`src/sar_adc_regs.vh`:
```
`ifndef SAR_ADC_REGS_VH
`define SAR_ADC_REGS_VH

// register byte offsets
`define OFS_CTL            8'h00
`define OFS_TRG            8'h04
`define OFS_CFG            8'h08
`define OFS_FLAG           8'h0c
`define OFS_IRQ_EN         8'h10
`define OFS_RESULT_BASE    8'h20
`define OFS_RESULT_LAST    8'h3c

// control register fields
`define CTL_ENABLE_BIT     0
`define CTL_START_BIT      1
`define CTL_BUSY_BIT       10
`define CTL_CUR_LSB        12
`define CTL_CUR_MSB        14

// trigger / input select register fields
`define TRG_SAMPLE_LSB     0
`define TRG_SAMPLE_MSB     2
`define TRG_SRC_LSB        4
`define TRG_SRC_MSB        5
`define TRG_MODE_BIT       6
`define TRG_ALIGN_BIT      7
`define TRG_FIRST_LSB      8
`define TRG_FIRST_MSB      10
`define TRG_LAST_LSB       11
`define TRG_LAST_MSB       13

// configuration register fields
`define CFG_VRANGE_LSB     0
`define CFG_VRANGE_MSB     1

// flag and enable layout: done flags low byte, overwrite flags high byte
`define FLAG_DONE_LSB      0
`define FLAG_OVER_LSB      8

// reset values
`define RST_SAMPLE_SEL     3'h7
`define RST_TRG_SRC        2'h0
`define RST_VRANGE         2'h0
`define RST_INPUT          3'h0

// trigger source codes
`define SRC_SOFTWARE       2'h0
`define SRC_TIMER          2'h1
`define SRC_EXTERNAL       2'h3

// timing in converter clock cycles
`define SAMPLE_BASE_CYCLES 4'h4
`define CONV_CYCLES        4'hd

// bus responses
`define RESP_OKAY          2'h0
`define RESP_SLVERR        2'h2

`endif

```
`src/axil_reg_port.v`:
```
`timescale 1ns/1ns
module axil_reg_port (
  // clock and reset
  input  wire        aclk,
  input  wire        aresetn,
  // write address and data
  input  wire [7:0]  awaddr,
  input  wire        awvalid,
  output wire        awready,
  input  wire [31:0] wdata,
  input  wire [3:0]  wstrb,
  input  wire        wvalid,
  output wire        wready,
  // write response
  output reg  [1:0]  bresp,
  output reg         bvalid,
  input  wire        bready,
  // read address and data
  input  wire [7:0]  araddr,
  input  wire        arvalid,
  output wire        arready,
  output reg  [31:0] rdata,
  output reg  [1:0]  rresp,
  output reg         rvalid,
  input  wire        rready,
  // register side
  output wire        wr_en,
  output wire [7:0]  wr_addr,
  output wire [31:0] wr_data,
  output wire [3:0]  wr_strb,
  input  wire        wr_hit,
  output wire [7:0]  rd_addr,
  input  wire [31:0] rd_data,
  input  wire        rd_hit
);
  `include "sar_adc_regs.vh"

  reg        aw_have_q;
  reg        w_have_q;
  reg [7:0]  aw_addr_q;
  reg [31:0] w_data_q;
  reg [3:0]  w_strb_q;

  // address and data are held until both are present
  assign awready = ~aw_have_q & ~bvalid;
  assign wready  = ~w_have_q & ~bvalid;
  assign wr_en   = aw_have_q & w_have_q & ~bvalid;
  assign wr_addr = aw_addr_q;
  assign wr_data = w_data_q;
  assign wr_strb = w_strb_q;
  assign arready = ~rvalid;
  assign rd_addr = araddr;

  always @(posedge aclk) begin
    if (!aresetn) begin
      aw_have_q <= 1'b0;
      w_have_q  <= 1'b0;
      aw_addr_q <= 8'h00;
      w_data_q  <= 32'h0000_0000;
      w_strb_q  <= 4'h0;
      bvalid    <= 1'b0;
      bresp     <= `RESP_OKAY;
      rvalid    <= 1'b0;
      rresp     <= `RESP_OKAY;
      rdata     <= 32'h0000_0000;
    end else begin
      if (awvalid && awready) begin
        aw_have_q <= 1'b1;
        aw_addr_q <= awaddr;
      end
      if (wvalid && wready) begin
        w_have_q <= 1'b1;
        w_data_q <= wdata;
        w_strb_q <= wstrb;
      end
      if (wr_en) begin
        aw_have_q <= 1'b0;
        w_have_q  <= 1'b0;
        bvalid    <= 1'b1;
        bresp     <= wr_hit ? `RESP_OKAY : `RESP_SLVERR;
      end else if (bvalid && bready) begin
        bvalid <= 1'b0;
      end
      if (arvalid && arready) begin
        rvalid <= 1'b1;
        rdata  <= rd_hit ? rd_data : 32'h0000_0000;
        rresp  <= rd_hit ? `RESP_OKAY : `RESP_SLVERR;
      end else if (rvalid && rready) begin
        rvalid <= 1'b0;
      end
    end
  end
endmodule

```
`src/sar_adc_sequencer_control.v`:
```
`timescale 1ns/1ns
// How it works
// - each input is sampled for a programmable 4 to 11 converter clock cycles
// - one conversion takes the sampling cycles plus 13 more converter cycles
// - external source: start bit arms, falling edge on trigger pin starts
// - timer source: start bit arms, each timer underflow starts a sequence
// - software source: writing one to a cleared start bit starts the sequence
// - triggers are accepted only while not busy, ignored while busy
// - an accepted trigger starts sampling on the next converter clock tick
// - clearing the start bit lets the running conversion finish, then stops
// - inputs from first to last are converted one after another, ascending
// - one-time mode stops after each input in range is converted once
// - continuous mode repeats the range until the start bit is cleared
// - loading a result sets that input's done flag, cleared by writing one
// - loading over a set done flag sets overwrite flag, cleared by writing one
// - overwrite never halts conversion and ignores whether the result was read
// - interrupt request is raised only for set flags whose enable is one
// - 12-bit result sits in bits 11:0 or bits 15:4 per alignment select
// - trigger select 0x0 software, 0x1 timer, 0x3 external pin, 0x2 reserved
// - sample select 0x0 to 0x7 maps linearly to 4 to 11 cycles
// - mode bit one selects continuous mode, zero one-time mode
// - busy reads one while converting and zero while idle
module sar_adc_sequencer_control (
  // clock and reset
  input  wire        aclk,
  input  wire        aresetn,
  // axi4-lite write channels
  input  wire [7:0]  awaddr,
  input  wire        awvalid,
  output wire        awready,
  input  wire [31:0] wdata,
  input  wire [3:0]  wstrb,
  input  wire        wvalid,
  output wire        wready,
  output wire [1:0]  bresp,
  output wire        bvalid,
  input  wire        bready,
  // axi4-lite read channels
  input  wire [7:0]  araddr,
  input  wire        arvalid,
  output wire        arready,
  output wire [31:0] rdata,
  output wire [1:0]  rresp,
  output wire        rvalid,
  input  wire        rready,
  // timing and trigger sources
  input  wire        conv_clock,
  input  wire        timer_underflow,
  input  wire        ext_trigger_pin,
  // analog core
  output reg  [2:0]  analog_input_pin,
  output reg         core_sample,
  output reg         core_convert,
  input  wire [11:0] core_result,
  output reg  [1:0]  voltage_range_select,
  // interrupt request
  output wire        irq_request
);
  `include "sar_adc_regs.vh"

  localparam ST_IDLE   = 2'd0;
  localparam ST_SYNC   = 2'd1;
  localparam ST_SAMPLE = 2'd2;
  localparam ST_CONV   = 2'd3;

  wire        wr_en;
  wire [7:0]  wr_addr;
  wire [31:0] wr_data;
  wire [3:0]  wr_strb;
  wire [7:0]  rd_addr;
  reg  [31:0] rd_data;

  // control and configuration
  reg         module_enable_bit_q;
  reg         conv_start_bit_q;
  reg  [2:0]  sample_cycles_select_q;
  reg  [1:0]  trigger_select_q;
  reg         conv_mode_select_q;
  reg         result_align_select_q;
  reg  [2:0]  first_input_select_q;
  reg  [2:0]  last_input_select_q;
  reg  [15:0] irq_enable_q;

  // sequencer
  reg  [1:0]  state_q;
  reg  [1:0]  state_d;
  reg  [3:0]  cyc_q;
  reg  [3:0]  cyc_d;
  reg  [2:0]  cur_q;
  reg  [2:0]  cur_d;
  reg         ext_pin_prev_q;
  reg  [7:0]  done_q;
  reg  [7:0]  over_q;
  reg  [11:0] result_mem [0:7];

  function [15:0] lane_mask;
    input [3:0] strb;
    begin
      lane_mask = {{8{strb[1]}}, {8{strb[0]}}};
    end
  endfunction

  // shared by both the read and the write decode
  function addr_mapped;
    input [7:0] a;
    begin
      addr_mapped = (a[1:0] == 2'b00) &&
                    ((a == `OFS_CTL) || (a == `OFS_TRG) || (a == `OFS_CFG) ||
                     (a == `OFS_FLAG) || (a == `OFS_IRQ_EN) ||
                     ((a >= `OFS_RESULT_BASE) && (a <= `OFS_RESULT_LAST)));
    end
  endfunction

  axil_reg_port u_port (
    .aclk    (aclk),
    .aresetn (aresetn),
    .awaddr  (awaddr),
    .awvalid (awvalid),
    .awready (awready),
    .wdata   (wdata),
    .wstrb   (wstrb),
    .wvalid  (wvalid),
    .wready  (wready),
    .bresp   (bresp),
    .bvalid  (bvalid),
    .bready  (bready),
    .araddr  (araddr),
    .arvalid (arvalid),
    .arready (arready),
    .rdata   (rdata),
    .rresp   (rresp),
    .rvalid  (rvalid),
    .rready  (rready),
    .wr_en   (wr_en),
    .wr_addr (wr_addr),
    .wr_data (wr_data),
    .wr_strb (wr_strb),
    .wr_hit  (addr_mapped(wr_addr)),
    .rd_addr (rd_addr),
    .rd_data (rd_data),
    .rd_hit  (addr_mapped(rd_addr))
  );

  wire [15:0] wmask    = lane_mask(wr_strb);
  wire [15:0] wval     = wr_data[15:0];
  wire        wr_ctl   = wr_en && (wr_addr == `OFS_CTL);
  wire        wr_trg   = wr_en && (wr_addr == `OFS_TRG);
  wire        wr_cfg   = wr_en && (wr_addr == `OFS_CFG);
  wire        wr_flag  = wr_en && (wr_addr == `OFS_FLAG);
  wire        wr_irqen = wr_en && (wr_addr == `OFS_IRQ_EN);
  wire [15:0] flag_clr = wr_flag ? (wval & wmask) : 16'h0000;

  wire conv_busy_flag = (state_q != ST_IDLE);
  wire start_rise = wr_ctl && wr_strb[0] && wval[`CTL_START_BIT] && !conv_start_bit_q;
  wire ext_fall   = ext_pin_prev_q && !ext_trigger_pin;
  wire armed      = module_enable_bit_q && conv_start_bit_q;

  // trigger acceptance by source; reserved code never triggers
  reg trig_event;
  always @* begin
    trig_event = 1'b0;
    case (trigger_select_q)
      `SRC_SOFTWARE: trig_event = module_enable_bit_q && start_rise;
      `SRC_TIMER:    trig_event = armed && timer_underflow;
      `SRC_EXTERNAL: trig_event = armed && ext_fall;
      default:       trig_event = 1'b0;
    endcase
  end

  wire trig_accept = trig_event && !conv_busy_flag;
  wire [3:0] sample_len = `SAMPLE_BASE_CYCLES + {1'b0, sample_cycles_select_q};
  wire conv_done = (state_q == ST_CONV) && conv_clock && (cyc_q == `CONV_CYCLES - 4'h1);
  // start bit as it stands after a write in this same cycle
  wire start_now = (wr_ctl && wr_strb[0]) ? wval[`CTL_START_BIT] : conv_start_bit_q;

  always @* begin
    state_d = state_q;
    cyc_d   = cyc_q;
    cur_d   = cur_q;
    case (state_q)
      ST_IDLE: begin
        if (trig_accept) begin
          state_d = ST_SYNC;
          cur_d   = first_input_select_q;
          cyc_d   = 4'h0;
        end
      end
      ST_SYNC: begin
        if (conv_clock) begin
          state_d = ST_SAMPLE;
          cyc_d   = 4'h0;
        end
      end
      ST_SAMPLE: begin
        if (conv_clock) begin
          if (cyc_q == sample_len - 4'h1) begin
            state_d = ST_CONV;
            cyc_d   = 4'h0;
          end else begin
            cyc_d = cyc_q + 4'h1;
          end
        end
      end
      ST_CONV: begin
        if (conv_clock) begin
          cyc_d = cyc_q + 4'h1;
        end
        if (conv_done) begin
          cyc_d = 4'h0;
          if (!start_now) begin
            state_d = ST_IDLE;
          end else if (cur_q < last_input_select_q) begin
            state_d = ST_SAMPLE;
            cur_d   = cur_q + 3'h1;
          end else if (conv_mode_select_q) begin
            state_d = ST_SAMPLE;
            cur_d   = first_input_select_q;
          end else begin
            state_d = ST_IDLE;
          end
        end
      end
      default: begin
        state_d = ST_IDLE;
      end
    endcase
  end

  always @(posedge aclk) begin
    if (!aresetn) begin
      state_q        <= ST_IDLE;
      cyc_q          <= 4'h0;
      cur_q          <= `RST_INPUT;
      ext_pin_prev_q <= 1'b1;
      core_sample    <= 1'b0;
      core_convert   <= 1'b0;
      analog_input_pin <= `RST_INPUT;
    end else begin
      state_q          <= state_d;
      cyc_q            <= cyc_d;
      cur_q            <= cur_d;
      ext_pin_prev_q   <= ext_trigger_pin;
      core_sample      <= (state_d == ST_SAMPLE);
      core_convert     <= (state_d == ST_CONV);
      analog_input_pin <= cur_d;
    end
  end

  // results and flags; a new set wins over a same-cycle clear
  genvar m;
  generate
    for (m = 0; m < 8; m = m + 1) begin : g_input
      wire load = conv_done && (cur_q == m);
      always @(posedge aclk) begin
        if (!aresetn) begin
          done_q[m]     <= 1'b0;
          over_q[m]     <= 1'b0;
          result_mem[m] <= 12'h000;
        end else begin
          if (load) begin
            result_mem[m] <= core_result;
          end
          done_q[m] <= (done_q[m] & ~flag_clr[`FLAG_DONE_LSB + m]) | load;
          // decided from the done flag only; sequencing is not affected
          over_q[m] <= (over_q[m] & ~flag_clr[`FLAG_OVER_LSB + m]) | (load & done_q[m]);
        end
      end
    end
  endgenerate

  // software-visible control state
  always @(posedge aclk) begin
    if (!aresetn) begin
      module_enable_bit_q    <= 1'b0;
      conv_start_bit_q       <= 1'b0;
      sample_cycles_select_q <= `RST_SAMPLE_SEL;
      trigger_select_q       <= `RST_TRG_SRC;
      conv_mode_select_q     <= 1'b0;
      result_align_select_q  <= 1'b0;
      first_input_select_q   <= `RST_INPUT;
      last_input_select_q    <= `RST_INPUT;
      voltage_range_select   <= `RST_VRANGE;
      irq_enable_q           <= 16'h0000;
    end else begin
      // start bit is never cleared by hardware
      if (wr_ctl && wr_strb[0]) begin
        module_enable_bit_q <= wval[`CTL_ENABLE_BIT];
        conv_start_bit_q    <= wval[`CTL_START_BIT];
      end
      if (wr_trg && wr_strb[0]) begin
        sample_cycles_select_q <= wval[`TRG_SAMPLE_MSB:`TRG_SAMPLE_LSB];
        trigger_select_q       <= wval[`TRG_SRC_MSB:`TRG_SRC_LSB];
        conv_mode_select_q     <= wval[`TRG_MODE_BIT];
        result_align_select_q  <= wval[`TRG_ALIGN_BIT];
      end
      if (wr_trg && wr_strb[1]) begin
        first_input_select_q <= wval[`TRG_FIRST_MSB:`TRG_FIRST_LSB];
        last_input_select_q  <= wval[`TRG_LAST_MSB:`TRG_LAST_LSB];
      end
      if (wr_cfg && wr_strb[0]) begin
        voltage_range_select <= wval[`CFG_VRANGE_MSB:`CFG_VRANGE_LSB];
      end
      if (wr_irqen) begin
        irq_enable_q <= (irq_enable_q & ~wmask) | (wval & wmask);
      end
    end
  end

  wire [15:0] flag_register = {over_q, done_q};
  assign irq_request = |(flag_register & irq_enable_q);

  // alignment applies at read time, so a change shows at once on every result
  wire [2:0]  rd_idx = rd_addr[4:2];
  wire [11:0] rd_res = result_mem[rd_idx];
  always @* begin
    rd_data = 32'h0000_0000;
    case (rd_addr)
      `OFS_CTL: begin
        rd_data[`CTL_ENABLE_BIT]          = module_enable_bit_q;
        rd_data[`CTL_START_BIT]           = conv_start_bit_q;
        rd_data[`CTL_BUSY_BIT]            = conv_busy_flag;
        rd_data[`CTL_CUR_MSB:`CTL_CUR_LSB] = cur_q;
      end
      `OFS_TRG: begin
        rd_data[`TRG_SAMPLE_MSB:`TRG_SAMPLE_LSB] = sample_cycles_select_q;
        rd_data[`TRG_SRC_MSB:`TRG_SRC_LSB]       = trigger_select_q;
        rd_data[`TRG_MODE_BIT]                   = conv_mode_select_q;
        rd_data[`TRG_ALIGN_BIT]                  = result_align_select_q;
        rd_data[`TRG_FIRST_MSB:`TRG_FIRST_LSB]   = first_input_select_q;
        rd_data[`TRG_LAST_MSB:`TRG_LAST_LSB]     = last_input_select_q;
      end
      `OFS_CFG: begin
        rd_data[`CFG_VRANGE_MSB:`CFG_VRANGE_LSB] = voltage_range_select;
      end
      `OFS_FLAG: begin
        rd_data[15:0] = flag_register;
      end
      `OFS_IRQ_EN: begin
        rd_data[15:0] = irq_enable_q;
      end
      default: begin
        if (rd_addr >= `OFS_RESULT_BASE && rd_addr <= `OFS_RESULT_LAST) begin
          rd_data[15:0] = result_align_select_q ? {rd_res, 4'h0} : {4'h0, rd_res};
        end
      end
    endcase
  end
endmodule

```
`config.mk`:
```
export PLATFORM = sky130hd
export DESIGN_NAME = sar_adc_sequencer_control
export DESIGN_NICKNAME = d
export VERILOG_FILES = /design/src/axil_reg_port.v /design/src/sar_adc_sequencer_control.v
export VERILOG_INCLUDE_DIRS = /design/src
export SDC_FILE = /design/constraint.sdc
export NUM_CORES = 1
export LEC_CHECK = 0
export BUFFER_PORTS_ARGS = -buffer_cell sky130_fd_sc_hd__buf_2
export CAP_MARGIN = 20
export CORE_MARGIN = 5
export CORE_UTILIZATION = 40
export DETAILED_ROUTE_END_ITERATION = 16
export PLACE_DENSITY = 0.68
export SLEW_MARGIN = 20
export SYNTH_ARGS = -nofsm -noshare
export SYNTH_HDL_FRONTEND = slang
export SYNTH_SLANG_ARGS = --single-unit
export TNS_END_PERCENT = 10
```
`constraint.sdc`:
```
create_clock -name aclk -period 3.5 [get_ports aclk]
set_input_delay 0.7 -clock aclk [delete_from_list [all_inputs] [get_ports aclk]]
set_output_delay 0.7 -clock aclk [all_outputs]
set_load 0.05 [all_outputs]
```
-- After elaboration in Yosys (flattened, before gate mapping)
Memories as Yosys holds them, arrays and structs flattened.
Cells that the tools add are included.
- muxes and demuxes: 76
- bitwise operators: 78
- add/subtract/negate cells: 4
- order comparisons: 5
- equal/unequal tests: 31
- reduce and logical (&&, ||, !) cells: 67
- operators with widths (cell ; number):
    12-bit two-way mux ; 8
    16-bit two-way mux ; 4
    16-bit AND ; 3
    1-bit logical AND ; 36
    8-bit by 4-bit == test with 1-bit output (second input constant) ; 4
    1-bit two-way mux ; 30
    1-bit AND ; 28
    4-bit two-way mux ; 6
    1-bit bitwise OR ; 24
    6-bit one-hot mux with 4 select lines ; 1
    1-bit NOT ; 21
    2-bit two-way mux ; 10
    2-bit one-hot mux with 5 select lines ; 2
    8-bit by 3-bit == test with 1-bit output (second input constant) ; 2
    8-bit by 5-bit == test with 1-bit output (second input constant) ; 2
    8-bit by 6-bit >= comparator with 1-bit output (second input constant) ; 2
    8-bit by 6-bit less-or-equal comparator with 1-bit output (second input constant) ; 2
    8-bit zero test ; 2
    16-bit NOT ; 1
    16-bit bitwise OR ; 1
    4-bit one-hot mux with 4 select lines ; 1
    16-bit OR reduction ; 1
    3-bit two-way mux ; 5
    3-bit == test (second input constant) ; 4
    28 further kinds ; 61
- word-level logic and storage cells: 304
- input bits: 74
- memories kept: 1
- RAM bits: 96
- register bits after elaboration: 127
- output and inout bits: 49
- memory list (name ; words ; bits a word ; read ports ; clocked after memory_dff ; write ports ; line ; RTL):
    result_mem ; 8 ; 12 ; 1 ; 0 ; 8 ; sar_adc_sequencer_control.v:94 ; reg [11:0] result_mem [0:7];

-- Longest topological paths before layout
Gate-level depths: netlist of the first run.
- depth after elaboration: 12
- depth in mapped cells: 9
- depth with buffers taken out: 8

-- By module
A second synthesis of the first run with hierarchy kept.
- cell total of the unflattened synthesis: 1064
- area, all modules: 10983.0 um^2
- modules (own cells, without submodules) (module ; cells an instance ; area an instance (um^2) ; instances):
    sar_adc_sequencer_control ; 688 ; 7801.2 ; 1
    axil_reg_port ; 376 ; 3181.8 ; 1

-- Least setup slack after synthesis of the first run
OpenSTA, ideal clock, no wires.
- path type: register to register
- from: register u_port.bvalid
- to: register u_port.w_data_q[10] (netlist: u_port.wr_data[10])
- setup slack: 1201 ps
- cell stages (with the launch flop): 7
- data arrival time: 2229 ps
- period minus slack after synthesis: 2299 ps
- required time: 3430 ps
- cells stage by stage: dfxtp_1 -> nor2_1 -> and2_1 -> clkbuf_1 -> clkbuf_1 -> nand2_1 -> a21oi_1
- cells in the longest elaborated chain, start to end: 3
- ends and longest elaborated chain (what ; line ; RTL):
    start, declared ; axil_reg_port.v:16 ; output reg bvalid,
    start signal, assigned ; axil_reg_port.v:61 ; bvalid <= 1'b0;
    start signal, assigned ; axil_reg_port.v:79 ; bvalid <= 1'b1;
    start signal, assigned ; axil_reg_port.v:82 ; bvalid <= 1'b0;
    1-bit NOT ; axil_reg_port.v:46 ; assign wready = ~w_have_q & ~bvalid;
    1-bit AND ; axil_reg_port.v:46 ;
    named net wready ; sar_adc_sequencer_control.v:34 ; output wire wready,
    1-bit logical AND ; axil_reg_port.v:71 ; if (wvalid && wready) begin
    end signal, assigned ; axil_reg_port.v:73 ; w_data_q <= wdata;
    end, declared ; axil_reg_port.v:41 ; reg [31:0] w_data_q;
The timed path passes the listed nets, and every way through them passes these cells.
A chain may end at the register's enable or synchronous reset.

==> reports/summary.txt, run 1 <==
Min-Delay Path Class = in2reg
max_slew headroom = 36.8%
startpoint types = flop
Total Routing Usage GR = 18.2%
endpoints failing setup = 0
Initial Util = 40.7%
vias in the first global route = 6763
Die W = 165 um
Clock transition at path regs = 0.06 ns
ANT cells = 0
GPL Wtd Cong = 0.919
core area = 23500 um^2
Power Density = 491 nW/um^2
RSZ-0062 raised after global routing = false
Fin Hold WS = 0.373 ns
Cell Area, Synth = 9590 um^2
Die Area = 27200 um^2
f_max = 398 MHz
actual slew at the worst max-slew pin = 0.944 ns
CTS tree = yes
Synth async-reset ratio = 0%
clock sinks = 205
FILL cells = 2170
FP Rows = 56
post-CTS setup buffer count = 0
cell area after layout = 11000 um^2
largest net degree at the start of global routing = 67
Root Driver = clkbuf_16
final global-route overflow total = 0
Post-layout nets = 1042
Pins Over Slew Limit = 0
Yosys cell types = 62
clock latency at the later pin of the worst-skew pair = 0.51 ns
CTS HTree Levels = 1
Post-synth top flop = dfxtp_1
VDD IR max = 0.000303 V
Post-CTS Hold Buffers = 0
Post-synth EDFFs = 96
via count = 6981
WL per Instance = 19.3 um
post-layout minimum cycle time = 2.51 ns
WP data arrival = 2.87 ns
commonest non-fill, non-tap cells in the layout = nand2_1, dfxtp_1, and2_1, edfxtp_1, buf_2
post-layout util = 46.7%
sequential cell area = 5060 um^2
Clock Skew = 0.0200 ns
LEAKAGE = 0.00429 uW
IO Count = 123
post-route DRC violation count = 0
fraction of layout cells with a size suffix above 1 = 18.9%
Final Hold Vio Count = 0
Routed Wire Length = 24900 um
slowest CP cell = and3_1
port bufs = 86
TNS Setup = 0 ns
Critical Path Max Stage Delay = 0.77 ns
iteration count of the initial detailed-routing pass = 5
Worst Path Required = 3.86 ns
DRT iter0 DRCs = 752
part of the cycle the worst path needs = 71.8%
CTS max path bufs = 3
Yosys reg bits = 205
post-cts resize count = 0
sequential share of the synthesized area = 52.8%
Synth top area share = 30.1%
Syn Inst Count = 884
ranking of synthesized cells by area = edfxtp_1, dfxtp_1, and2_1
multi-input logic area = 4210 um^2
final worst slack = 0.986 ns
placed cell area = 10300 um^2
max_cap viols = 0
Synth Warn # = 0
dpl hpwl = 16900 um
CP cell instances = inv_1 -> ha_1 -> nand3_1 -> or2_2 -> nor2_1 -> and3_1 -> and2_1
Antenna Nets Post-Route = 0
leading area contributor after synthesis = edfxtp_1
DP Worst Slack = 0.590 ns
critical path capture point type = flop
crit-path max FO = 14
Avg Cell Area, Syn = 10.8 um^2
synth-to-layout area growth = 14.7%
Die Y = 165 um
most common cell after layout, fill and taps aside = nand2_1
status = completed
routed vias/inst = 5.40
initial antenna violation count = 2
Crit Path Class = reg2reg
first-pass GRT wire length = 38500 um
TritonCTS Buffers = 22
[cells in the mapped netlist (all sizes together) (4+ instances only)]
cell type	instances
mux2i	45
inv	15
nor2	54
buf	29
mux4	25
a31oi	6
nand3b	4
o21ai	20
and2	102
and3	9
a32o	9
a21oi	44
a22o	11
nand3	17
dfxtp	109
nand2	128
edfxtp	96
mux2	11
nor2b	5
a221oi	4
o21a	7
ha	11
clkbuf	36
a31o	6
nand2b	5
o22ai	26
[kinds of logic after synthesis]
kind of cell             Yosys count  share of synthesized area [%]
AND/OR/NAND/NOR                  345                           18.5
flip-flops                       205                           52.8
AO/OA/AOI/OAI                    158                           11.1
multiplexers                      81                           11.9
buffers and inverters             80                           3.99
adder cells (fa/ha/maj)           11                           1.44
XOR/XNOR                           3                          0.274
other                              1                         0.0391
[sequential cells by signal, indices dropped and copies added (netlist names), 2 cells and up, named ones only]
| register | count |
|---|---|
| u_port.rdata | 16 |
| u_port.wr_addr | 8 |
| last_input_select_q | 3 |
| u_port.wr_strb | 2 |
| u_port.wr_data | 16 |
| state_q | 2 |
| voltage_range_select | 2 |
| flag_register | 8 |
| first_input_select_q | 3 |
| trigger_select_q | 2 |
| cur_q | 3 |
| sample_cycles_select_q | 3 |
| result_mem | 96 |
| cyc_q | 4 |
| done_q | 8 |
[cell type report]
| type | instances | share of cell area [%] |
|---|---|---|
| clock buffer | 30 | 5.76 |
| sequential | 205 | 46.1 |
| multi-input combinational | 616 | 38.3 |
| inverter | 15 | 0.512 |
| timing repair buffer | 97 | 4.89 |
| clock inverter | 10 | 0.899 |
| tap | 319 | 3.63 |
[critical path: cells and delay by family, from the launching register on]
family	cells	cell delay, ns
and+or+nand+nor	5	1.77
buffers and inverters	1	0.08
adders and majority gates	1	0.14
DFF	1	0.37
[where the power goes]
| part | switching [uW] | internal, uW | leakage (uW) |
|---|---|---|---|
| Clock | 939 | 1410 | 0.000358 |
| Sequential | 47.8 | 2590 | 0.00179 |
| Combinational | 279 | 137 | 0.00214 |
[path summary, 6_finish.rpt]
check	start	endpoint	slack, ns	depth (start not counted)
hold reg to reg	u_port.rdata[4]	u_port.rdata[4]	0.43	2
setup reg to reg	cyc_q[0]	result_mem[1][2]	0.99	7
setup / recovery	cyc_q[0]	result_mem[1][2]	0.99	7
hold / removal	rready	u_port.rvalid	0.37	2
[through the flow]
stage                     cells  total power (uW)
after global placement     1252              3090
after global routing       1292              5570
after detailed placement   1252              3100
after floorplan             901              2970
final                      1292              5400
after CTS                  1292              5430
[layer usage]
metal,wire (um),up-vias,track usage [%],part of all wire [%]
met4,580,4,5.41,2.3
met5,25,-,0,0.10
li1,-,3297,-,-
met1,11100,3351,25.5,44
met2,11100,280,28.3,45
met3,2120,49,4.34,8.5
No activity file was read; power rests on OpenSTA's default activity.
==> run 2, diff against run 1 <==
Settings changed: PLACE_DENSITY 0.68 to 0.7.
Clock period 3.5 ns to 2.2 ns, I/O delays scaled along.
==> reports/summary.txt, run 2 (synthesized netlist as in run 1, its figures left out) <==
VDD IR max = 0.000484 V
Clock Skew = 0.00815 ns
sequential cell area = 5060 um^2
Die Y = 165 um
Initial Util = 40.7%
Net Sw Frac = 22.7%
clock latency at the later pin of the worst-skew pair = 0.51 ns
CTS tree = yes
Endpoint, Worst Hold = u_port.rvalid
max_slew headroom = 59.0%
routed vias/inst = 5.43
Post-CTS Hold Buffers = 0
final worst slack = 0.0818 ns
WP data arrival = 1.68 ns
Comb power frac = 8.3%
WL per Instance = 19.2 um
Final Hold Vio Count = 0
Routed Wire Length = 25700 um
max reg flops = 96
first-pass GRT wire length = 39600 um
placed cell area = 10800 um^2
commonest non-fill, non-tap cells in the layout = nand2_1, dfxtp_1, and2_1, edfxtp_1, buf_2
f_max = 472 MHz
max_cap viols = 0
Psw = 2020 uW
met2 WL post-DR = 11500 um
Crit Path Class = reg2out
DRT iter0 DRCs = 784
Clock transition at path regs = 0.06 ns
fraction of layout cells with a size suffix above 1 = 23.5%
LEAKAGE = 0.00461 uW
IO Count = 123
Root Driver = clkbuf_16
largest net degree at the start of global routing = 43
met3 routed WL = 2350 um
multi-input logic area = 4250 um^2
startpoint types = flop
cell area after layout = 11600 um^2
TritonCTS Buffers = 22
core area = 23500 um^2
final global-route overflow total = 0
reg2reg start = u_port.wr_addr[0]
setup slack, reg-to-reg = 0.09 ns
Die Area = 27200 um^2
internal power = 6880 uW
status = completed
Antenna Nets Post-Route = 0
Reg2Reg Depth = 6
Clock power frac = 44.6%
via count = 7258
Min-Delay Path Class = in2reg
Post-layout nets = 1087
Power, Total = 8890 uW
vias in the first global route = 6821
post-CTS setup buffer count = 0
critical path capture point type = output port
Power Density = 767 nW/um^2
clock sinks = 205
capturing point of the worst reg2reg path = cyc_q[3]
Die W = 165 um
most common cell after layout, fill and taps aside = nand2_1
Pins Over Slew Limit = 0
part of the power in registers = 47.1%
dpl hpwl = 17600 um
actual slew at the worst max-slew pin = 0.613 ns
WL met1 = 11200 um
FILL cells = 2086
post-layout minimum cycle time = 2.12 ns
worst hold stages = 2
Total Routing Usage GR = 18.8%
part of the cycle the worst path needs = 96.3%
max layer used = met5
initial antenna violation count = 1
GPL Wtd Cong = 0.896
endpoints failing setup = 0
FP Rows = 56
Hold Crit Start = rready
RSZ-0062 raised after global routing = true
ANT cells = 0
Biggest register = result_mem
DP Worst Slack = -0.0492 ns
Worst Path Required = 1.76 ns
post-route DRC violation count = 0
synth-to-layout area growth = 20.8%
port bufs = 86
CTS HTree Levels = 1
crit-path max FO = 3
iteration count of the initial detailed-routing pass = 7
CTS max path bufs = 3
==> run 2: cell types whose count changed in the layout (fill, tap and decap cells not counted), moves of 3 or more <==
cell / before / now
buf_4: 9 / 41
a221oi_1: 4 / 0
a221oi_2: 0 / 4
buf_12: 2 / 15
bufinv_16: 2 / 5
==> run 2: area by class of cell <==
cell class                 instances  area share, %
tap                              319           3.44
multi-input combinational        616           36.7
sequential                       205           43.7
timing repair buffer             142           9.02
clock inverter                    12           1.58
inverter                          15          0.486
clock buffer                      27           5.10
==> run 2: power groups by stage <==
stage	registers, uW	clock network (uW)	logic (uW)
floorplan	4260	0	462
global placement	4260	0	725
detailed placement	4270	0	735
CTS	4190	4010	738
global route	4200	4190	796
finish	4190	3960	740
==> run 2: timing repair <==
| action | in CTS | in global routing |
|---|---|---|
| gates resized for setup | 2 | 9 |
| setup endpoints to repair | 1 | 22 |
| pin swaps | 1 | 2 |
==> run 2: worst max-delay path: stages, from the launching register on <==
cell and delay [ns]:
dfxtp_1 0.33, a22o_1 0.24, a221oi_2 0.20, nand4_1 0.19, buf_6 0.20
==> run 2: how the worst max path moves through the flow <==
stage / start / end / slack, ns / cells past startpoint
2_1_floorplan: u_port.bvalid / cyc_q[0] / 0.09 / 6
4_1_cts: flag_register[11] / irq_request / 0.007 / 4
3_5_place_dp: araddr[3] / u_port.rdata[10] / -0.05 / 8
3_3_place_gp: araddr[3] / u_port.rdata[8] / 0.04 / 8
6_report: flag_register[12] / irq_request / 0.08 / 4
5_1_grt: sample_cycles_select_q[1] / state_q[0] / -0.05 / 8
==> run 2: metal layers <==
layer | GRT usage, % | vias up
li1 | - | 3404
met1 | 26.6 | 3472
met2 | 29.3 | 330
met3 | 4.39 | 50
met4 | 4.91 | 2
met5 | 0 | -
==> run 2: stage by stage <==
| step | hold slack (ns) | instances | TNS [ns] | utilization, % |
|---|---|---|---|---|
| floorplan | 0.442 | 901 | 0 | - |
| global placement | 0.421 | 1297 | 0 | 45.7 |
| detailed placement | 0.425 | 1297 | -0.0492 | 45.7 |
| CTS | 0.109 | 1336 | 0 | 49.1 |
| global route | 0.107 | 1336 | -0.161 | 49.2 |
| finish | 0.122 | 1336 | 0 | 49.2 |
